## config.mk

```make
export PLATFORM = sky130hd
export DESIGN_NAME = tirq_top
export DESIGN_NICKNAME = d
export VERILOG_FILES = /design/src/tirq_pkg.sv /design/src/tirq_top.sv
export VERILOG_INCLUDE_DIRS = /design/src
export SDC_FILE = /design/constraint.sdc
export NUM_CORES = 1
export LEC_CHECK = 0
export BUFFER_PORTS_ARGS = -buffer_cell sky130_fd_sc_hd__buf_2
export CAP_MARGIN = 20
export CORE_ASPECT_RATIO = 0.7
export CORE_MARGIN = 2
export CORE_UTILIZATION = 35
export CTS_CLUSTER_SIZE = 8
export DETAILED_ROUTE_END_ITERATION = 10
export PLACE_DENSITY_LB_ADDON = 0.1
export SLEW_MARGIN = 5
export SYNTH_ARGS = -nofsm -noshare
export SYNTH_HDL_FRONTEND = slang
export SYNTH_SLANG_ARGS = --single-unit
export TNS_END_PERCENT = 20
```

## constraint.sdc

```tcl
create_clock -name pclk -period 2 [get_ports pclk]
set_clock_uncertainty 0.1 [all_clocks]
set_input_delay 0.2 -clock pclk [delete_from_list [all_inputs] [get_ports pclk]]
set_output_delay 0.2 -clock pclk [all_outputs]
set_load 0.05 [all_outputs]
```

## src/tirq_map.svh

```systemverilog
`ifndef TIRQ_MAP_SVH
`define TIRQ_MAP_SVH
// ****************************************************
// register offsets (byte addresses, 32-bit words)
// ****************************************************
`define TIRQ_MASK_BASE 12'h000
`define TIRQ_FLAG_BASE 12'h010
`define TIRQ_CTRL_OFS 12'h020
`define TIRQ_REQ_OFS 12'h024
`define TIRQ_TMR_BASE 12'h080
`define TIRQ_TMR_MASK 12'hF80
// ****************************************************
// sixteen-bit access slots inside one timer window
// ****************************************************
`define TIRQ_SUB_CAP_LO 3'h0
`define TIRQ_SUB_CAP_HI 3'h1
// ****************************************************
// field positions in mask and flag bytes
// ****************************************************
`define TIRQ_B_CAP 5
`define TIRQ_B_CMPC 3
`define TIRQ_B_CMPB 2
`define TIRQ_B_CMPA 1
`define TIRQ_B_OVF 0
// ****************************************************
// field positions in the control word
// ****************************************************
`define TIRQ_C_GIE 0
`define TIRQ_C_ACSEL 1
`define TIRQ_C_RISE_LO 4
// ****************************************************
// reset values
// ****************************************************
`define TIRQ_MASK_RST 5'h00
`define TIRQ_FLAG_RST 5'h00
`define TIRQ_RISE_RST 4'hF
`define TIRQ_TEMP_RST 8'h00
`define TIRQ_CAP_RST 16'h0000
`endif

```

## src/tirq_pkg.sv

```systemverilog
`default_nettype none
package tirq_pkg;
   typedef logic [15:0] tirq_cnt_t;
   typedef logic [4:0] tirq_src_t;
   typedef logic [2:0] tirq_cmp_t;
   typedef struct packed {
      tirq_src_t [3:0] mask;
      tirq_src_t [3:0] flag;
      logic gie;
      logic acsel;
      logic [3:0] rise;
      logic [7:0] temp;
      tirq_cnt_t [3:0] cap;
      logic [4:0] s1;
      logic [4:0] s2;
      logic [4:0] s3;
      logic [4:0] lvl;
      tirq_cnt_t cw_data;
      tirq_cmp_t [3:0] cw_stb;
   } tirq_state_t;
endpackage : tirq_pkg
`default_nettype wire

```

## src/tirq_top.sv

```systemverilog
// Function
// - compare writes take high byte from shared latch, both halves together
// - capture low read latches high half; high read returns that latch
// - one temporary high-byte latch serves every sixteen-bit access
// - capture pin event loads count value except in capture-as-top mode; timer 1 may use comparator
// - capture register is driven out for use as counter top
// - mask register: bits 5,3,2,1,0 enables, others zero, reset zero
// - request only when enable, global enable and flag all set
// - flag register: bits 5,3,2,1,0 flags, others zero, reset zero
// - capture flag set on each detected capture pin event outside capture-as-top mode
// - in capture-as-top mode capture flag sets on reaching top
// - capture flag clears when its vector executes
// - writing one to capture flag clears it
// - compare C flag set the cycle after the match
// - forced compare C strobe never sets compare C flag
// - compare C flag clears on vector or written one
// - compare A and B flags behave like compare C
// - overflow flag set when the counter overflows
// - overflow flag clears on vector or written one
`default_nettype none
`include "tirq_map.svh"

module tirq_top
(
   input wire logic pclk,
   input wire logic presetn,
   input wire logic psel,
   input wire logic penable,
   input wire logic pwrite,
   input wire logic [11:0] paddr,
   input wire logic [31:0] pwdata,
   output logic [31:0] prdata,
   output logic pready,
   output logic pslverr,
   input wire tirq_pkg::tirq_cnt_t [3:0] count_value,
   input wire logic [3:0] capture_input_pin,
   input wire logic comparator_out,
   input wire logic [3:0] match_a,
   input wire logic [3:0] match_b,
   input wire logic [3:0] match_c,
   input wire logic [3:0] overflow,
   input wire logic [3:0] top_reached,
   input wire logic [3:0] capture_is_top,
   input wire tirq_pkg::tirq_src_t [3:0] vector_ack,
   output logic [3:0] capture_irq_request,
   output logic [3:0] compare_c_irq_request,
   output logic [3:0] compare_b_irq_request,
   output logic [3:0] compare_a_irq_request,
   output logic [3:0] overflow_irq_request,
   output tirq_pkg::tirq_cnt_t [3:0] capture_register,
   output tirq_pkg::tirq_cnt_t compare_wr_data,
   output tirq_pkg::tirq_cmp_t [3:0] compare_wr_strobe
);
   import tirq_pkg::*;

   // ****************************************************
   // field packing
   // ****************************************************
   // internal source order: 0 ovf, 1 A, 2 B, 3 C, 4 capture
   function automatic logic [7:0] to_byte(input tirq_src_t x);
      logic [7:0] b;
      b = 8'h00;
      b[`TIRQ_B_OVF] = x[0];
      b[`TIRQ_B_CMPA] = x[1];
      b[`TIRQ_B_CMPB] = x[2];
      b[`TIRQ_B_CMPC] = x[3];
      b[`TIRQ_B_CAP] = x[4];
      return b;
   endfunction : to_byte

   function automatic tirq_src_t from_byte(input logic [7:0] b);
      tirq_src_t x;
      x[0] = b[`TIRQ_B_OVF];
      x[1] = b[`TIRQ_B_CMPA];
      x[2] = b[`TIRQ_B_CMPB];
      x[3] = b[`TIRQ_B_CMPC];
      x[4] = b[`TIRQ_B_CAP];
      return x;
   endfunction : from_byte

   // ****************************************************
   // state
   // ****************************************************
   tirq_state_t st_q;
   tirq_state_t st_d;

   logic acc;
   logic wr;
   logic rd;
   logic hit_mask;
   logic hit_flag;
   logic hit_ctrl;
   logic hit_req;
   logic hit_tmr;
   logic [1:0] sel_t;
   logic [1:0] sel_r;
   logic [2:0] sub;
   logic [3:0] pin_evt;
   logic [3:0] cap_src;
   logic [4:0] lvl_new;
   logic [4:0] lvl_chg;
   tirq_src_t [3:0] req;

   assign acc = psel & penable;
   assign wr = acc & pwrite;
   assign rd = acc & ~pwrite;
   assign sel_t = paddr[6:5];
   // mask and flag bytes sit one word apart, timer windows 32 bytes apart
   assign sel_r = paddr[3:2];
   assign sub = paddr[4:2];
   assign hit_mask = {paddr[11:4], 4'h0} == `TIRQ_MASK_BASE;
   assign hit_flag = {paddr[11:4], 4'h0} == `TIRQ_FLAG_BASE;
   assign hit_ctrl = {paddr[11:2], 2'b00} == `TIRQ_CTRL_OFS;
   assign hit_req = {paddr[11:2], 2'b00} == `TIRQ_REQ_OFS;
   assign hit_tmr = (paddr & `TIRQ_TMR_MASK) == `TIRQ_TMR_BASE;

   // ****************************************************
   // capture input qualification
   // ****************************************************
   // a change counts only once stages two and three agree
   assign lvl_chg = ~(st_q.s2 ^ st_q.s3) & (st_q.s3 ^ st_q.lvl);
   assign lvl_new = st_q.s3;

   genvar g;
   generate
      for (g = 0; g < 4; g++)
      begin : g_tmr
         if (g == 0)
         begin : g_ac
            assign cap_src[g] = st_q.acsel ? 1'b1 : 1'b0;
         end
         else
         begin : g_pin
            assign cap_src[g] = 1'b0;
         end
         // edge polarity chosen per timer in the control word
         assign pin_evt[g] = cap_src[g]
            ? lvl_chg[4] & (lvl_new[4] == st_q.rise[g])
            : lvl_chg[g] & (lvl_new[g] == st_q.rise[g]);
         assign req[g] = st_q.mask[g] & st_q.flag[g] & {5{st_q.gie}};
         assign overflow_irq_request[g] = req[g][0];
         assign compare_a_irq_request[g] = req[g][1];
         assign compare_b_irq_request[g] = req[g][2];
         assign compare_c_irq_request[g] = req[g][3];
         assign capture_irq_request[g] = req[g][4];
         assign capture_register[g] = st_q.cap[g];
      end
   endgenerate

   assign compare_wr_data = st_q.cw_data;
   assign compare_wr_strobe = st_q.cw_stb;

   // ****************************************************
   // bus answer
   // ****************************************************
   assign pready = 1'b1;
   assign pslverr = acc
      & ~(hit_mask | hit_flag | hit_ctrl | hit_req | hit_tmr);

   always_comb
   begin
      prdata = 32'h0000_0000;
      if (rd & hit_mask)
      begin
         prdata[7:0] = to_byte(st_q.mask[sel_r]);
      end
      else if (rd & hit_flag)
      begin
         prdata[7:0] = to_byte(st_q.flag[sel_r]);
      end
      else if (rd & hit_ctrl)
      begin
         prdata[`TIRQ_C_GIE] = st_q.gie;
         prdata[`TIRQ_C_ACSEL] = st_q.acsel;
         prdata[`TIRQ_C_RISE_LO +: 4] = st_q.rise;
      end
      else if (rd & hit_req)
      begin
         for (int t = 0; t < 4; t++)
         begin
            prdata[8 * t +: 8] = to_byte(req[t]);
         end
      end
      else if (rd & hit_tmr)
      begin
         if (sub == `TIRQ_SUB_CAP_LO)
         begin
            prdata[7:0] = st_q.cap[sel_t][7:0];
         end
         else if (sub[0])
         begin
            prdata[7:0] = st_q.temp;
         end
      end
   end

   // ****************************************************
   // next state
   // ****************************************************
   always_comb
   begin
      tirq_src_t set;
      tirq_src_t clr;
      st_d = st_q;
      set = 5'h00;
      clr = 5'h00;
      st_d.s1 = {comparator_out, capture_input_pin};
      st_d.s2 = st_q.s1;
      st_d.s3 = st_q.s2;
      st_d.lvl = st_q.lvl ^ lvl_chg;
      st_d.cw_stb = '0;

      // ---- control, mask and latch traffic ----
      if (wr & hit_ctrl)
      begin
         st_d.gie = pwdata[`TIRQ_C_GIE];
         st_d.acsel = pwdata[`TIRQ_C_ACSEL];
         st_d.rise = pwdata[`TIRQ_C_RISE_LO +: 4];
      end
      if (wr & hit_mask)
      begin
         st_d.mask[sel_r] = from_byte(pwdata[7:0]);
      end
      if (acc & hit_tmr)
      begin
         if (pwrite & sub[0])
         begin
            st_d.temp = pwdata[7:0];
         end
         else if (pwrite & (sub == `TIRQ_SUB_CAP_LO))
         begin
            st_d.cap[sel_t] = {st_q.temp, pwdata[7:0]};
         end
         else if (pwrite)
         begin
            st_d.cw_data = {st_q.temp, pwdata[7:0]};
            st_d.cw_stb[sel_t][sub[2:1] - 2'd1] = 1'b1;
         end
         else if (sub == `TIRQ_SUB_CAP_LO)
         begin
            st_d.temp = st_q.cap[sel_t][15:8];
         end
      end

      // ---- per-timer flags ----
      for (int t = 0; t < 4; t++)
      begin
         // each timer keeps its own flags
         clr = vector_ack[t];
         if (wr & hit_flag & (sel_r == t[1:0]))
         begin
            clr = clr | from_byte(pwdata[7:0]);
         end
         set[0] = overflow[t];
         // A and B one cycle after match
         set[1] = match_a[t];
         set[2] = match_b[t];
         set[3] = match_c[t];
         if (capture_is_top[t])
         begin
            set[4] = top_reached[t];
         end
         else
         begin
            set[4] = pin_evt[t];
         end
         if (pin_evt[t] & ~capture_is_top[t])
         begin
            st_d.cap[t] = count_value[t];
         end
         // compare C clears on vector or one
         // overflow clears on vector or one
         st_d.flag[t] = (st_q.flag[t] & ~clr) | set;
      end
   end

   // ****************************************************
   // registers
   // ****************************************************
   always_ff @(posedge pclk or negedge presetn)
   begin
      if (!presetn)
      begin
         st_q.mask <= {4{`TIRQ_MASK_RST}};
         st_q.flag <= {4{`TIRQ_FLAG_RST}};
         st_q.gie <= 1'b0;
         st_q.acsel <= 1'b0;
         st_q.rise <= `TIRQ_RISE_RST;
         st_q.temp <= `TIRQ_TEMP_RST;
         st_q.cap <= {4{`TIRQ_CAP_RST}};
         st_q.s1 <= 5'h00;
         st_q.s2 <= 5'h00;
         st_q.s3 <= 5'h00;
         st_q.lvl <= 5'h00;
         st_q.cw_data <= 16'h0000;
         st_q.cw_stb <= '0;
      end
      else
      begin
         st_q <= st_d;
      end
   end
endmodule : tirq_top
`default_nettype wire

```

### Yosys cells after proc, flatten, opt, wreduce, memory -nomap -nowiden

Index checks and enable logic that the tools add are counted.

| operators by class | value |
|---|---|
| eq/ne operators | 18 |
| add/sub/neg operators | 1 |
| order comparisons | 6 |
| bitwise operators | 69 |
| multiplexer cells | 54 |
| reduce and logical (&&, ||, !) cells | 21 |

Operator list:

| kind | count |
|---|---|
| $mux W64 | 3 |
| $mux W16 | 6 |
| $mux W8 | 10 |
| $and A5 B5 Y5 | 13 |
| $bwmux W64 | 1 |
| $mux W12 | 4 |
| $mux W24 | 2 |
| $mux W22 | 2 |
| $or A5 B5 Y5 | 8 |
| $mux W5 | 7 |
| $bmux W16 S2 | 1 |
| $demux W16 S2 | 1 |
| $and A1 B1 Y1 | 28 |
| $not A5 Y5 | 5 |
| $bmux W5 S2 | 2 |
| $bwmux W20 | 1 |
| $eq A10 B4 Y1 const B | 2 |
| $reduce_bool A2 Y1 | 9 |
| $xor A5 B5 Y5 | 3 |
| $reduce_and A3 Y1 | 4 |
| $demux W5 S2 | 1 |
| $ne A2 B1 Y1 const B | 5 |
| $lt A2 B3 Y1 const B | 3 |
| $eq A8 B1 Y1 const B | 1 |
| other kinds (20) | 47 |

| storage, ports and cells | value |
|---|---|
| bits in registers | 166 |
| output and inout port bits | 146 |
| word-level logic and storage cells | 194 |
| input bits | 162 |

### Longest topological paths before layout

Gate-level depths: netlist of the first run.

| depth | value |
|---|---|
| depth in word-level cells | 11 |
| gate-level depth with buffers | 7 |

### Worst setup path before layout of the first run

No wires, ideal clock.

| timing | value |
|---|---|
| kind | in2out |
| start point | input paddr[4] |
| end point | output prdata[5] |
| stages on the path | 5 |
| buffers on the path | 1 |
| required time | 1.700 ns |
| arrival | 2.728 ns |
| path slack | -1.028 ns |
| path through | clkbuf_1 -> or4b_1 -> or2_2 -> a32o_1 -> a221oi_1 |

| on the way | value |
|---|---|
| longest elaborated chain between the ends | 7 |
| elaborated cells between the ends (all ways) | 15 |
| classes of those cells | 3 x eq/ne; 6 x mux; 4 x bitwise; 2 x reduce/logical |

Ends and longest elaborated chain:

| element | RTL line | source |
|---|---|---|
| start, declared | tirq_top.sv:30 | `input wire logic [11:0] paddr,` |
| $logic_not A3 Y1 (no source line) | n/a |  |
| $mux W8 | tirq_top.sv:186 | `` if (sub == `TIRQ_SUB_CAP_LO) `` |
| $mux W8 | tirq_top.sv:184 | `else if (rd & hit_tmr)` |
| $mux W8 | tirq_top.sv:177 | `else if (rd & hit_req)` |
| $mux W4 | tirq_top.sv:171 | `else if (rd & hit_ctrl)` |
| $mux W8 | tirq_top.sv:167 | `else if (rd & hit_flag)` |
| $mux W8 * | tirq_top.sv:163 | `if (rd & hit_mask)` |
| end, declared | tirq_top.sv:32 | `output logic [31:0] prdata,` |

Mark *: on every way between the ends. The rest lies on a longest branch, timed or not.

### Worst setup path in the final report of the first run

| timing | value |
|---|---|
| start point | register st_q[144] in the netlist's numbering |
| end point | output prdata[3] |

| on the way | value |
|---|---|
| longest elaborated chain between the ends | 4 |

Ends and longest elaborated chain:

| element | RTL line | source |
|---|---|---|
| start, declared | tirq_top.sv:84 | `tirq_state_t st_q;` |
| start signal, assigned | tirq_top.sv:300 | `st_q <= st_d;` |
| $bmux W5 S2 | tirq_top.sv:169 | `prdata[7:0] = to_byte(st_q.flag[sel_r]);` |
| $mux W5 (not written as such) | tirq_top.sv:169 |  |
| $mux W8 | tirq_top.sv:167 |  |
| $mux W8 | tirq_top.sv:163 |  |

Every way passes these cells. The select of a mux whose other input is x is not followed.

==> impl_metrics.py, run 1 <==
metrics = {
    "yosys": {
        "yosys-top-cells-count": "dfrtp_1, buf_4, nor2_1",
        "synth_most_common_cell": "dfrtp_1",
        "synth_cell_types": 56,
        "yosysTopAreaCell": "dfrtp_1",
        "yosys_register_bits": 166,
        "synth.top_cell.area_share_pct": 44.4,
        "async_reset_ff_share_pct": 100,
        "synth-main-ff-cell": "dfrtp_1",
        "synthTopCellsByArea": "dfrtp_1, buf_4, mux2_2",
        "synth_cells": 856,
        "yosysSeqAreaShare_pct": 45.6,
        "synth_area_per_cell_um2": 10.7,
        "netlist_area_mm2": 0.00912,
        "synth_edf_count": 0,
        "yosysWarnings": 0,
    },
    "critical_path": {
        "critPathKind": "register to output pin",
        "cp_cell_sequence": "mux4_2, nand2b_4, a222oi_1, a21oi_4, buf_6",
        "cp_data_required_time_ns": 1.70,
        "cp_num_buf_inv": 1,
        "critPathMaxFanout": 2,
        "max_stage_delay_ns": 0.48,
        "worstSetupEndpointType": "output pin",
        "cpMaxStageDelayCell": "mux4_2",
        "startpoint_type": "register",
        "cp_top_family": "compound AO/OA/AOI/OAI gates",
        "arrival_ns": 2.17,
    },
    "route": {
        "via_count": 7856,
        "via_per_inst": 4.97,
        "drc": 0,
        "avgRoutedWirePerCell_um": 20.3,
        "drt_iter0_drc": 386,
        "dr.pass1.iters": 4,
        "ant_nets": 0,
        "routed_wl_mm": 32.0,
    },
    "timing": {
        "fmax_mhz": 405,
        "relSlewSlack_pct": 59.8,
        "fin_ws_ns": -0.468,
        "drv_slew": 0,
        "worstMarginPinSlew_ns": 0.598,
        "setup_violations": 23,
        "rsz0062_at_grt": "yes",
        "finalCritPeriodShare_pct": 123,
        "hold_violations": 0,
        "period_needed_ns": 2.47,
    },
    "final_layout": {
        "fillCellCount": 2349,
        "num_antenna_cells": 0,
        "final_design_area_no_fill_mm2": 0.0134,
        "syn_to_final_growth_pct": 46.7,
        "drive_above_1_share_pct": 48.1,
        "finalNonFillerCells": 1580,
        "final_nets": 1398,
    },
    "run_status": {
        "violations": "negative setup slack",
        "status": "finished, violations left",
    },
    "clock_network": {
        "clkTransAtPathRegs_ns": 0.07,
        "cts_sinks": 166,
        "cts_buffers": 17,
        "clockBufferDepth": 2,
        "h-tree-depth": 4,
        "clk_latency_ns": 0.44,
        "cts_tree": "built",
        "cts_root_buf": "clkbuf_16",
    },
    "global_route": {
        "grt_overflow_total": 0,
        "busiest_layer": "met2",
        "grtUsageTotal_pct": 23.8,
        "grt_max_degree": 41,
        "grt_use_met1_pct": 34.9,
        "grt_pass1_wl_mm": 48.6,
        "met2_usage_pct": 36.3,
        "global_route.usage.met3_pct": 4.94,
        "antenna_found_initial": 0,
        "grt_pass1_vias": 7851,
    },
    "placed_design": {
        "post-dp-hpwl_mm": 23.2,
        "place.gp.congestion": 0.782,
        "placedCellCount": 1416,
        "portBuffers": 271,
        "place_ws_ns": -0.356,
        "place_area_mm2": 0.0112,
    },
    "floorplan": {
        "row_count": 49,
        "core_area_mm2": 0.0256,
        "die_w_um": 197,
        "initial_utilization_pct": 35.6,
        "ios": 308,
        "dieArea_mm2": 0.0274,
        "die_y_um": 139,
    },
    "pwr": {
        "total_power_mw": 11.0,
        "peakVddDrop_mv": 0.604,
        "powerDensity_mw_per_mm2": 822,
        "leakage_nw": 6.57,
    },
    "min_path": {
        "hold_path_class": "input pin to register",
    },
    "job": {
        "max-cap-violations": 0,
    },
}
-- where the power goes --
| part | switching [mW] | total (mW) | internal, mW |
|---|---|---|---|
| logic | 2.08 | 3.30 | 1.21 |
| clock network | 1.49 | 3.59 | 2.10 |
| registers | 0.350 | 4.11 | 3.76 |
| total | 3.93 | 11.0 | 7.07 |
-- worst paths after layout --
| path | endpoint | slack, ns | cells past startpoint | from |
|---|---|---|---|---|
| max reg2reg | capture_register[14]$_DFFE_PN0P_ | 0.03 | 4 | lvl_new[4]$_DFF_PN0_ |
| min in group asynchronous | compare_wr_data[5]$_DFFE_PN0P_ | 0.14 | 2 | presetn |
| min | capture_register[36]$_DFFE_PN0P_ | 0.02 | 3 | pwdata[4] |
| max in group asynchronous | st_q[120]$_DFFE_PN1P_ | 1.04 | 3 | presetn |
| min reg2reg | st_d[33]$_DFF_PN0_ | 0.25 | 0 | st_d[38]$_DFF_PN0_ |
| max | prdata[3] | -0.47 | 5 | st_q[144]$_DFF_PN0_ |
-- per-stage QoR --
| step | util [%] | hold slack [ns] | setup TNS [ns] |
|---|---|---|---|
| after CTS | 51.6 | 0.00385 | -3.84 |
| after global placement | 43.7 | 0.0540 | -35.09 |
| after detailed placement | 43.7 | 0.0531 | -36.65 |
| final | 52.2 | 0.0189 | -3.63 |
| after floorplan | - | -0.196 | -17.29 |
| after global routing | 52.2 | 0.0430 | -5.06 |
-- kinds of logic after synthesis --
logic type      share of synthesized area, %
buf+inv                                 12.6
compound gates                          7.89
mux                                     20.3
flops                                   45.6
simple gates                            13.0
other cells                           0.0823
fa+ha+maj                              0.549
-- placed cells by master, fill, tap and decap left out, drive strengths merged, types with 10 or more instances in the layout --
cell type    synthesis  layout
clkbuf              31      17
mux2i               43      43
nor2                96      96
mux4                26      26
dlygate4sd3          0     116
inv                 41      43
dfrtp              162     162
mux2                74      74
buf                119     387
nand2               58      58
a21oi               56      56
a31oi               24      24
conb                 2      10
nand3               21      21
-- worst register-to-register path: stages, from the launching register on --
cell     delay (ns)
dfrtp_1        0.38
or4b_1         0.52
a311o_1        0.36
buf_12         0.17
mux2_1         0.33
-- registers in the layout (all words and copies together) (netlist names), named ones only --
register           count
compare_wr_strobe     12
capture_register      64
lvl_new                5
st_q                  54
compare_wr_data       16
st_d                  10
-- routing by layer --
layer / wire, um / vias up
met5: 0 / -
met4: 316 / 0
met3: 1540 / 22
met2: 14200 / 201
met1: 15900 / 3983
li1: - / 3650
-- final cells by class --
cell class	instances	area [um^2]	share of cell area (%)
clock buffer	17	425	3.18
tap	331	414	3.09
multi-input combinational	507	4170	31.2
timing repair buffer	503	3860	28.8
inverter	41	154	1.15
clock inverter	15	203	1.51
sequential	166	4160	31.1
-- timing repair --
| action | 4_1_cts | 5_1_grt |
|---|---|---|
| pin swaps | 13 | 13 |
| resized for setup | 59 | 22 |
| endpoints found under the setup margin | 32 | 52 |
| buffers inserted | 6 | 10 |
| endpoints found under the hold margin | 252 | 0 |
| hold buffers | 116 | 0 |
(Power assumes the default switching activity.)
==> inputs of run 2 (changes only) <==
- CELL_PAD_IN_SITES_DETAIL_PLACEMENT: unset -> 0
- CELL_PAD_IN_SITES_GLOBAL_PLACEMENT: unset -> 1
==> impl_metrics.py, run 2 (synthesized netlist as in run 1, its figures left out) <==
metrics = {
    "run_status": {
        "status": "finished, violations left",
        "violations": "negative setup slack",
    },
    "critical_path": {
        "cp_data_required_time_ns": 1.70,
        "startpoint_type": "register",
        "worstSetupEndpointType": "output pin",
        "critPathKind": "register to output pin",
        "critPathMaxFanout": 2,
        "arrival_ns": 2.17,
    },
    "clock_network": {
        "cts_tree": "built",
        "cts_sinks": 166,
        "cts_root_buf": "clkbuf_16",
        "clockBufferDepth": 2,
        "clk_latency_ns": 0.44,
        "h-tree-depth": 4,
        "clkTransAtPathRegs_ns": 0.06,
        "cts_buffers": 17,
    },
    "final_layout": {
        "layout_commonest_cell": "buf_2",
        "fillCellCount": 2417,
        "final_cell_mix": "buf_2, dfrtp_1, dlygate4sd3_1",
        "largest_reg_flops": 64,
        "final_nets": 1401,
        "syn_to_final_growth_pct": 45.9,
        "final_design_area_no_fill_mm2": 0.0133,
        "drive_above_1_share_pct": 46.9,
    },
    "pwr": {
        "p_sw_share_pct": 36.7,
        "powerDensity_mw_per_mm2": 797,
        "pwr-share-clk_pct": 29.9,
        "comb_power_share_pct": 31.2,
        "cell_internal_pwr_mw": 6.71,
        "seqPwrFrac_pct": 38.9,
        "leakage_nw": 6.56,
        "power.switching_mw": 3.90,
        "peakVddDrop_mv": 0.605,
    },
    "global_route": {
        "grt_pass1_wl_mm": 49.5,
        "grt_pass1_vias": 7815,
        "grt_max_degree": 52,
        "grtUsageTotal_pct": 24.4,
        "antenna_found_initial": 1,
        "grt_overflow_total": 0,
    },
    "timing": {
        "fmax_mhz": 404,
        "drv_slew": 0,
        "hold_violations": 0,
        "rsz0062_at_grt": "yes",
        "fin_ws_ns": -0.475,
        "finalCritPeriodShare_pct": 124,
        "setup_violations": 23,
        "period_needed_ns": 2.47,
    },
    "route": {
        "via_per_inst": 4.98,
        "drc": 0,
        "via_count": 7896,
        "dr.pass1.iters": 5,
        "routed_wl_mm": 32.9,
        "avgRoutedWirePerCell_um": 20.8,
        "ant_nets": 0,
        "drt_iter0_drc": 496,
    },
    "floorplan": {
        "dieArea_mm2": 0.0274,
        "die_w_um": 197,
        "ios": 308,
        "core_area_mm2": 0.0256,
        "row_count": 49,
        "initial_utilization_pct": 35.6,
        "die_y_um": 139,
    },
    "min_path": {
        "hold_path_class": "input pin to register",
    },
    "placed_design": {
        "place_ws_ns": -0.453,
        "portBuffers": 271,
        "place.gp.congestion": 0.787,
        "place_area_mm2": 0.0112,
        "post-dp-hpwl_mm": 24.5,
    },
    "job": {
        "max-cap-violations": 0,
    },
}
[run 2: changes by cell type in the layout (fill, tap and decap cells not counted), sizes merged]
cell / change
dlygate4sd3: -1
inv: -1
clkinvlp: +1
clkbuf: +7
clkinv: -1
bufinv: -3
diode: +2
[run 2: path summary, 6_finish.rpt]
check                                      from                                to  slack, ns  cells after the start
max                         st_q[138]$_DFF_PN0_                         prdata[2]      -0.47                      5
min in group asynchronous               presetn               st_q[140]$_DFF_PN0_       0.18                      2
min reg2reg                  st_d[39]$_DFF_PN0_                st_d[34]$_DFF_PN0_       0.25                      0
min                           capture_is_top[3]               st_q[145]$_DFF_PN0_       0.03                      3
max in group asynchronous               presetn             st_q[122]$_DFFE_PN1P_       0.82                      3
max reg2reg                lvl_new[4]$_DFF_PN0_  capture_register[12]$_DFFE_PN0P_       0.05                      4
[run 2: per-layer routing]
metal,part of all wire (%),track usage [%]
met2,42,34.8
met3,5.2,4.86
met4,0.85,4.83
met1,52,38.2
met5,0,0
[run 2: timing repair]
item | CTS | global route
hold buffers | 115 | 0
hold endpoints to repair | 148 | 0
setup buffers | 4 | 4
setup endpoints to repair | 34 | 47
gates resized for setup | 66 | 18
pin swaps | 10 | 17
gates cloned | 1 | 0
[run 2: metrics by stage]
step	utilization [%]	std cells	hold WS, ns	power (mW)	TNS, ns
2_1_floorplan	-	864	-0.196	6.63	-17.29
3_3_place_gp	43.8	1429	0.0582	7.27	-40.04
5_1_grt	51.9	1583	0.0530	11.1	-6.19
3_5_place_dp	43.8	1429	0.0567	7.29	-40.83
6_report	51.9	1584	0.0301	10.6	-5.33
4_1_cts	51.6	1580	0.0176	10.7	-5.81
[run 2: cell type report]
| type | count | area (um^2) | area share [%] |
|---|---|---|---|
| sequential | 166 | 4160 | 31.3 |
| antenna | 2 | 5.00 | 0.0376 |
| tap | 331 | 414 | 3.11 |
| inverter | 41 | 154 | 1.16 |
| clock inverter | 11 | 103 | 0.771 |
| clock buffer | 20 | 447 | 3.36 |
| timing repair buffer | 506 | 3890 | 29.2 |
| multi-input combinational | 507 | 4140 | 31.1 |
[run 2: power by group through the flow]
stage | Combinational (mW) | Clock [mW] | Sequential (mW)
after detailed placement | 3.10 | 0 | 4.19
after CTS | 3.30 | 3.24 | 4.12
after floorplan | 2.59 | 0 | 4.04
final | 3.31 | 3.17 | 4.13
after global routing | 3.51 | 3.39 | 4.17
after global placement | 3.09 | 0 | 4.18
[run 2: worst max-delay path, stage by stage (launching register included)]
cell	delay [ns]
dfrtp_1	0.39
mux4_2	0.48
nand2b_4	0.16
a222oi_1	0.43
a21oi_4	0.11
buf_6	0.17
==> inputs of run 3 (changes only) <==
- ABC_AREA: unset -> 1
- CORE_UTILIZATION: 35 -> 33
- GPL_TIMING_DRIVEN: unset -> 0
==> impl_metrics.py, run 3 <==
metrics = {
    "run_status": {
        "status": "finished, violations left",
        "violations": "negative setup slack",
    },
    "pwr": {
        "leakage_nw": 7.21,
        "total_power_mw": 12.2,
        "powerDensity_mw_per_mm2": 866,
        "peakVddDrop_mv": 0.744,
    },
    "yosys": {
        "synth_edf_count": 0,
        "synth_area_per_cell_um2": 7.57,
        "synth_cells": 1298,
        "synth_most_common_cell": "nand2_1",
        "yosysSeqAreaShare_pct": 42.3,
        "synth-main-ff-cell": "dfrtp_1",
        "synth_cell_types": 38,
        "yosysWarnings": 0,
        "synth.top_cell.area_share_pct": 41.3,
        "synthTopCellsByArea": "dfrtp_1, nand2_1, buf_4",
        "netlist_area_mm2": 0.00983,
        "yosys-top-cells-count": "nand2_1, dfrtp_1, o21ai_0",
        "yosys_register_bits": 166,
        "yosysTopAreaCell": "dfrtp_1",
        "async_reset_ff_share_pct": 100,
    },
    "final_layout": {
        "drive_above_1_share_pct": 36.9,
        "fillCellCount": 2924,
        "layout_commonest_cell": "nand2_1",
        "syn_to_final_growth_pct": 43.1,
        "largest_reg_flops": 64,
        "final_design_area_no_fill_mm2": 0.0141,
        "final_nets": 1852,
        "final_cell_mix": "nand2_1, buf_2, dfrtp_1",
    },
    "timing": {
        "finalCritPeriodShare_pct": 103,
        "period_needed_ns": 2.06,
        "rsz0062_at_grt": "yes",
        "worstMarginPinSlew_ns": 1.03,
        "hold_violations": 0,
        "setup_violations": 16,
        "fin_ws_ns": -0.0569,
        "fmax_mhz": 486,
        "setup-tns-final_ns": -0.396,
        "drv_slew": 0,
        "relSlewSlack_pct": 31.6,
    },
    "min_path": {
        "hold_path_class": "input pin to register",
        "min_path_cells": 3,
    },
    "floorplan": {
        "row_count": 52,
        "dieArea_mm2": 0.0312,
        "die_w_um": 210,
        "die_y_um": 148,
        "core_area_mm2": 0.0291,
        "ios": 308,
        "initial_utilization_pct": 33.8,
    },
    "placed_design": {
        "portBuffers": 263,
        "place.gp.congestion": 0.902,
        "place_area_mm2": 0.0119,
        "post-dp-hpwl_mm": 31.4,
        "place_ws_ns": -0.598,
    },
    "clock_network": {
        "clkTransAtPathRegs_ns": 0.07,
        "cts_root_buf": "clkbuf_16",
        "h-tree-depth": 4,
        "cts_buffers": 17,
        "clk_latency_ns": 0.44,
        "cts_sinks": 166,
        "cts_tree": "built",
        "clockBufferDepth": 2,
    },
    "global_route": {
        "grt_pass1_vias": 9685,
        "grt_pass1_wl_mm": 61.0,
        "grt_max_degree": 88,
        "grtUsageTotal_pct": 26.7,
        "antenna_found_initial": 1,
        "grt_overflow_total": 0,
    },
    "job": {
        "max-cap-violations": 0,
    },
    "critical_path": {
        "arrival_ns": 1.76,
        "r2r_cells": 7,
        "critPathMaxFanout": 2,
        "critPathKind": "register to output pin",
        "startpoint_type": "register",
        "worstSetupEndpointType": "output pin",
        "cp_data_required_time_ns": 1.70,
    },
    "route": {
        "dr.pass1.iters": 5,
        "via_per_inst": 4.89,
        "drt_iter0_drc": 820,
        "ant_nets": 0,
        "avgRoutedWirePerCell_um": 20.1,
        "routed_wl_mm": 41.7,
        "drc": 0,
        "via_count": 10180,
    },
}
run 3: timing repair:
item                                    CTS  global route
endpoints found under the setup margin   43            81
pin swaps                                 7            16
cloned                                    2             1
hold buffers                             77             0
endpoints found under the hold margin   133             0
resized for setup                       121            64
buffers inserted                         17             4
run 3: final timing paths:
check | end | slack [ns] | start
min in group asynchronous | capture_register[24]$_DFFE_PN0P_ | 0.22 | presetn
worst max-delay path | prdata[1] | -0.06 | capture_register[17]$_DFFE_PN0P_
worst min register to register | st_d[34]$_DFF_PN0_ | 0.25 | st_d[39]$_DFF_PN0_
worst max register to register | capture_register[34]$_DFFE_PN0P_ | -0.03 | st_q[122]$_DFFE_PN1P_
max in group asynchronous | st_q[123]$_DFFE_PN1P_ | 0.70 | presetn
worst min-delay path | capture_register[20]$_DFFE_PN0P_ | 0.02 | count_value[20]
run 3: power by group:
group,internal (mW),switching [mW],total [mW]
Combinational,1.54,2.99,4.53
Sequential,3.83,0.477,4.30
Clock,1.78,1.57,3.35
Total,7.15,5.03,12.2
run 3: metrics by stage:
step	util [%]	instances	hold slack (ns)
global placement	40.8	1947	0.210
floorplan	-	1306	-0.196
CTS	47.4	2076	0.000307
global route	48.4	2082	0.0182
detailed placement	41.0	1948	0.134
finish	48.4	2082	0.0169
run 3: cell families after synthesis:
kind of cell	count (synthesis)	share of synthesized area [%]
AND/OR/NAND/NOR	577	25.6
flip-flops	166	42.3
other	2	0.0764
buffers and inverters	295	16.2
XOR/XNOR	3	0.267
AO/OA/AOI/OAI	255	15.6
run 3: worst max-delay path, stage by stage, from the launching register on:
cell	delay [ns]
dfrtp_1	0.40
inv_2	0.10
nand2_1	0.05
o21ai_1	0.08
nand2_1	0.06
nand2_1	0.05
nand2_1	0.06
nand3_2	0.08
nand2_2	0.05
nor2_2	0.11
nand3_1	0.11
buf_6	0.17
run 3: area by class of cell:
class	instances	area (um^2)	area share, %
Buffer	155	1160	8.28
Timing Repair Buffer	365	2540	18.1
Sequential cell	166	4170	29.6
Antenna cell	1	2.50	0.0178
Multi-Input combinational cell	845	4600	32.7
Tap cell	378	473	3.36
Clock buffer	18	439	3.12
Clock inverter	14	136	0.970
Inverter	140	538	3.83
run 3: per-layer routing:
layer  vias up  GRT usage [%]  wire length [um]  part of all wire, %
met2       396           37.3             17000                   41
met1      4860           42.2             20800                   50
li1       4880              -                 -                    -
met3        44           4.94              3280                  7.8
met5         -              0                 0                    0
met4         0           5.78               643                  1.5
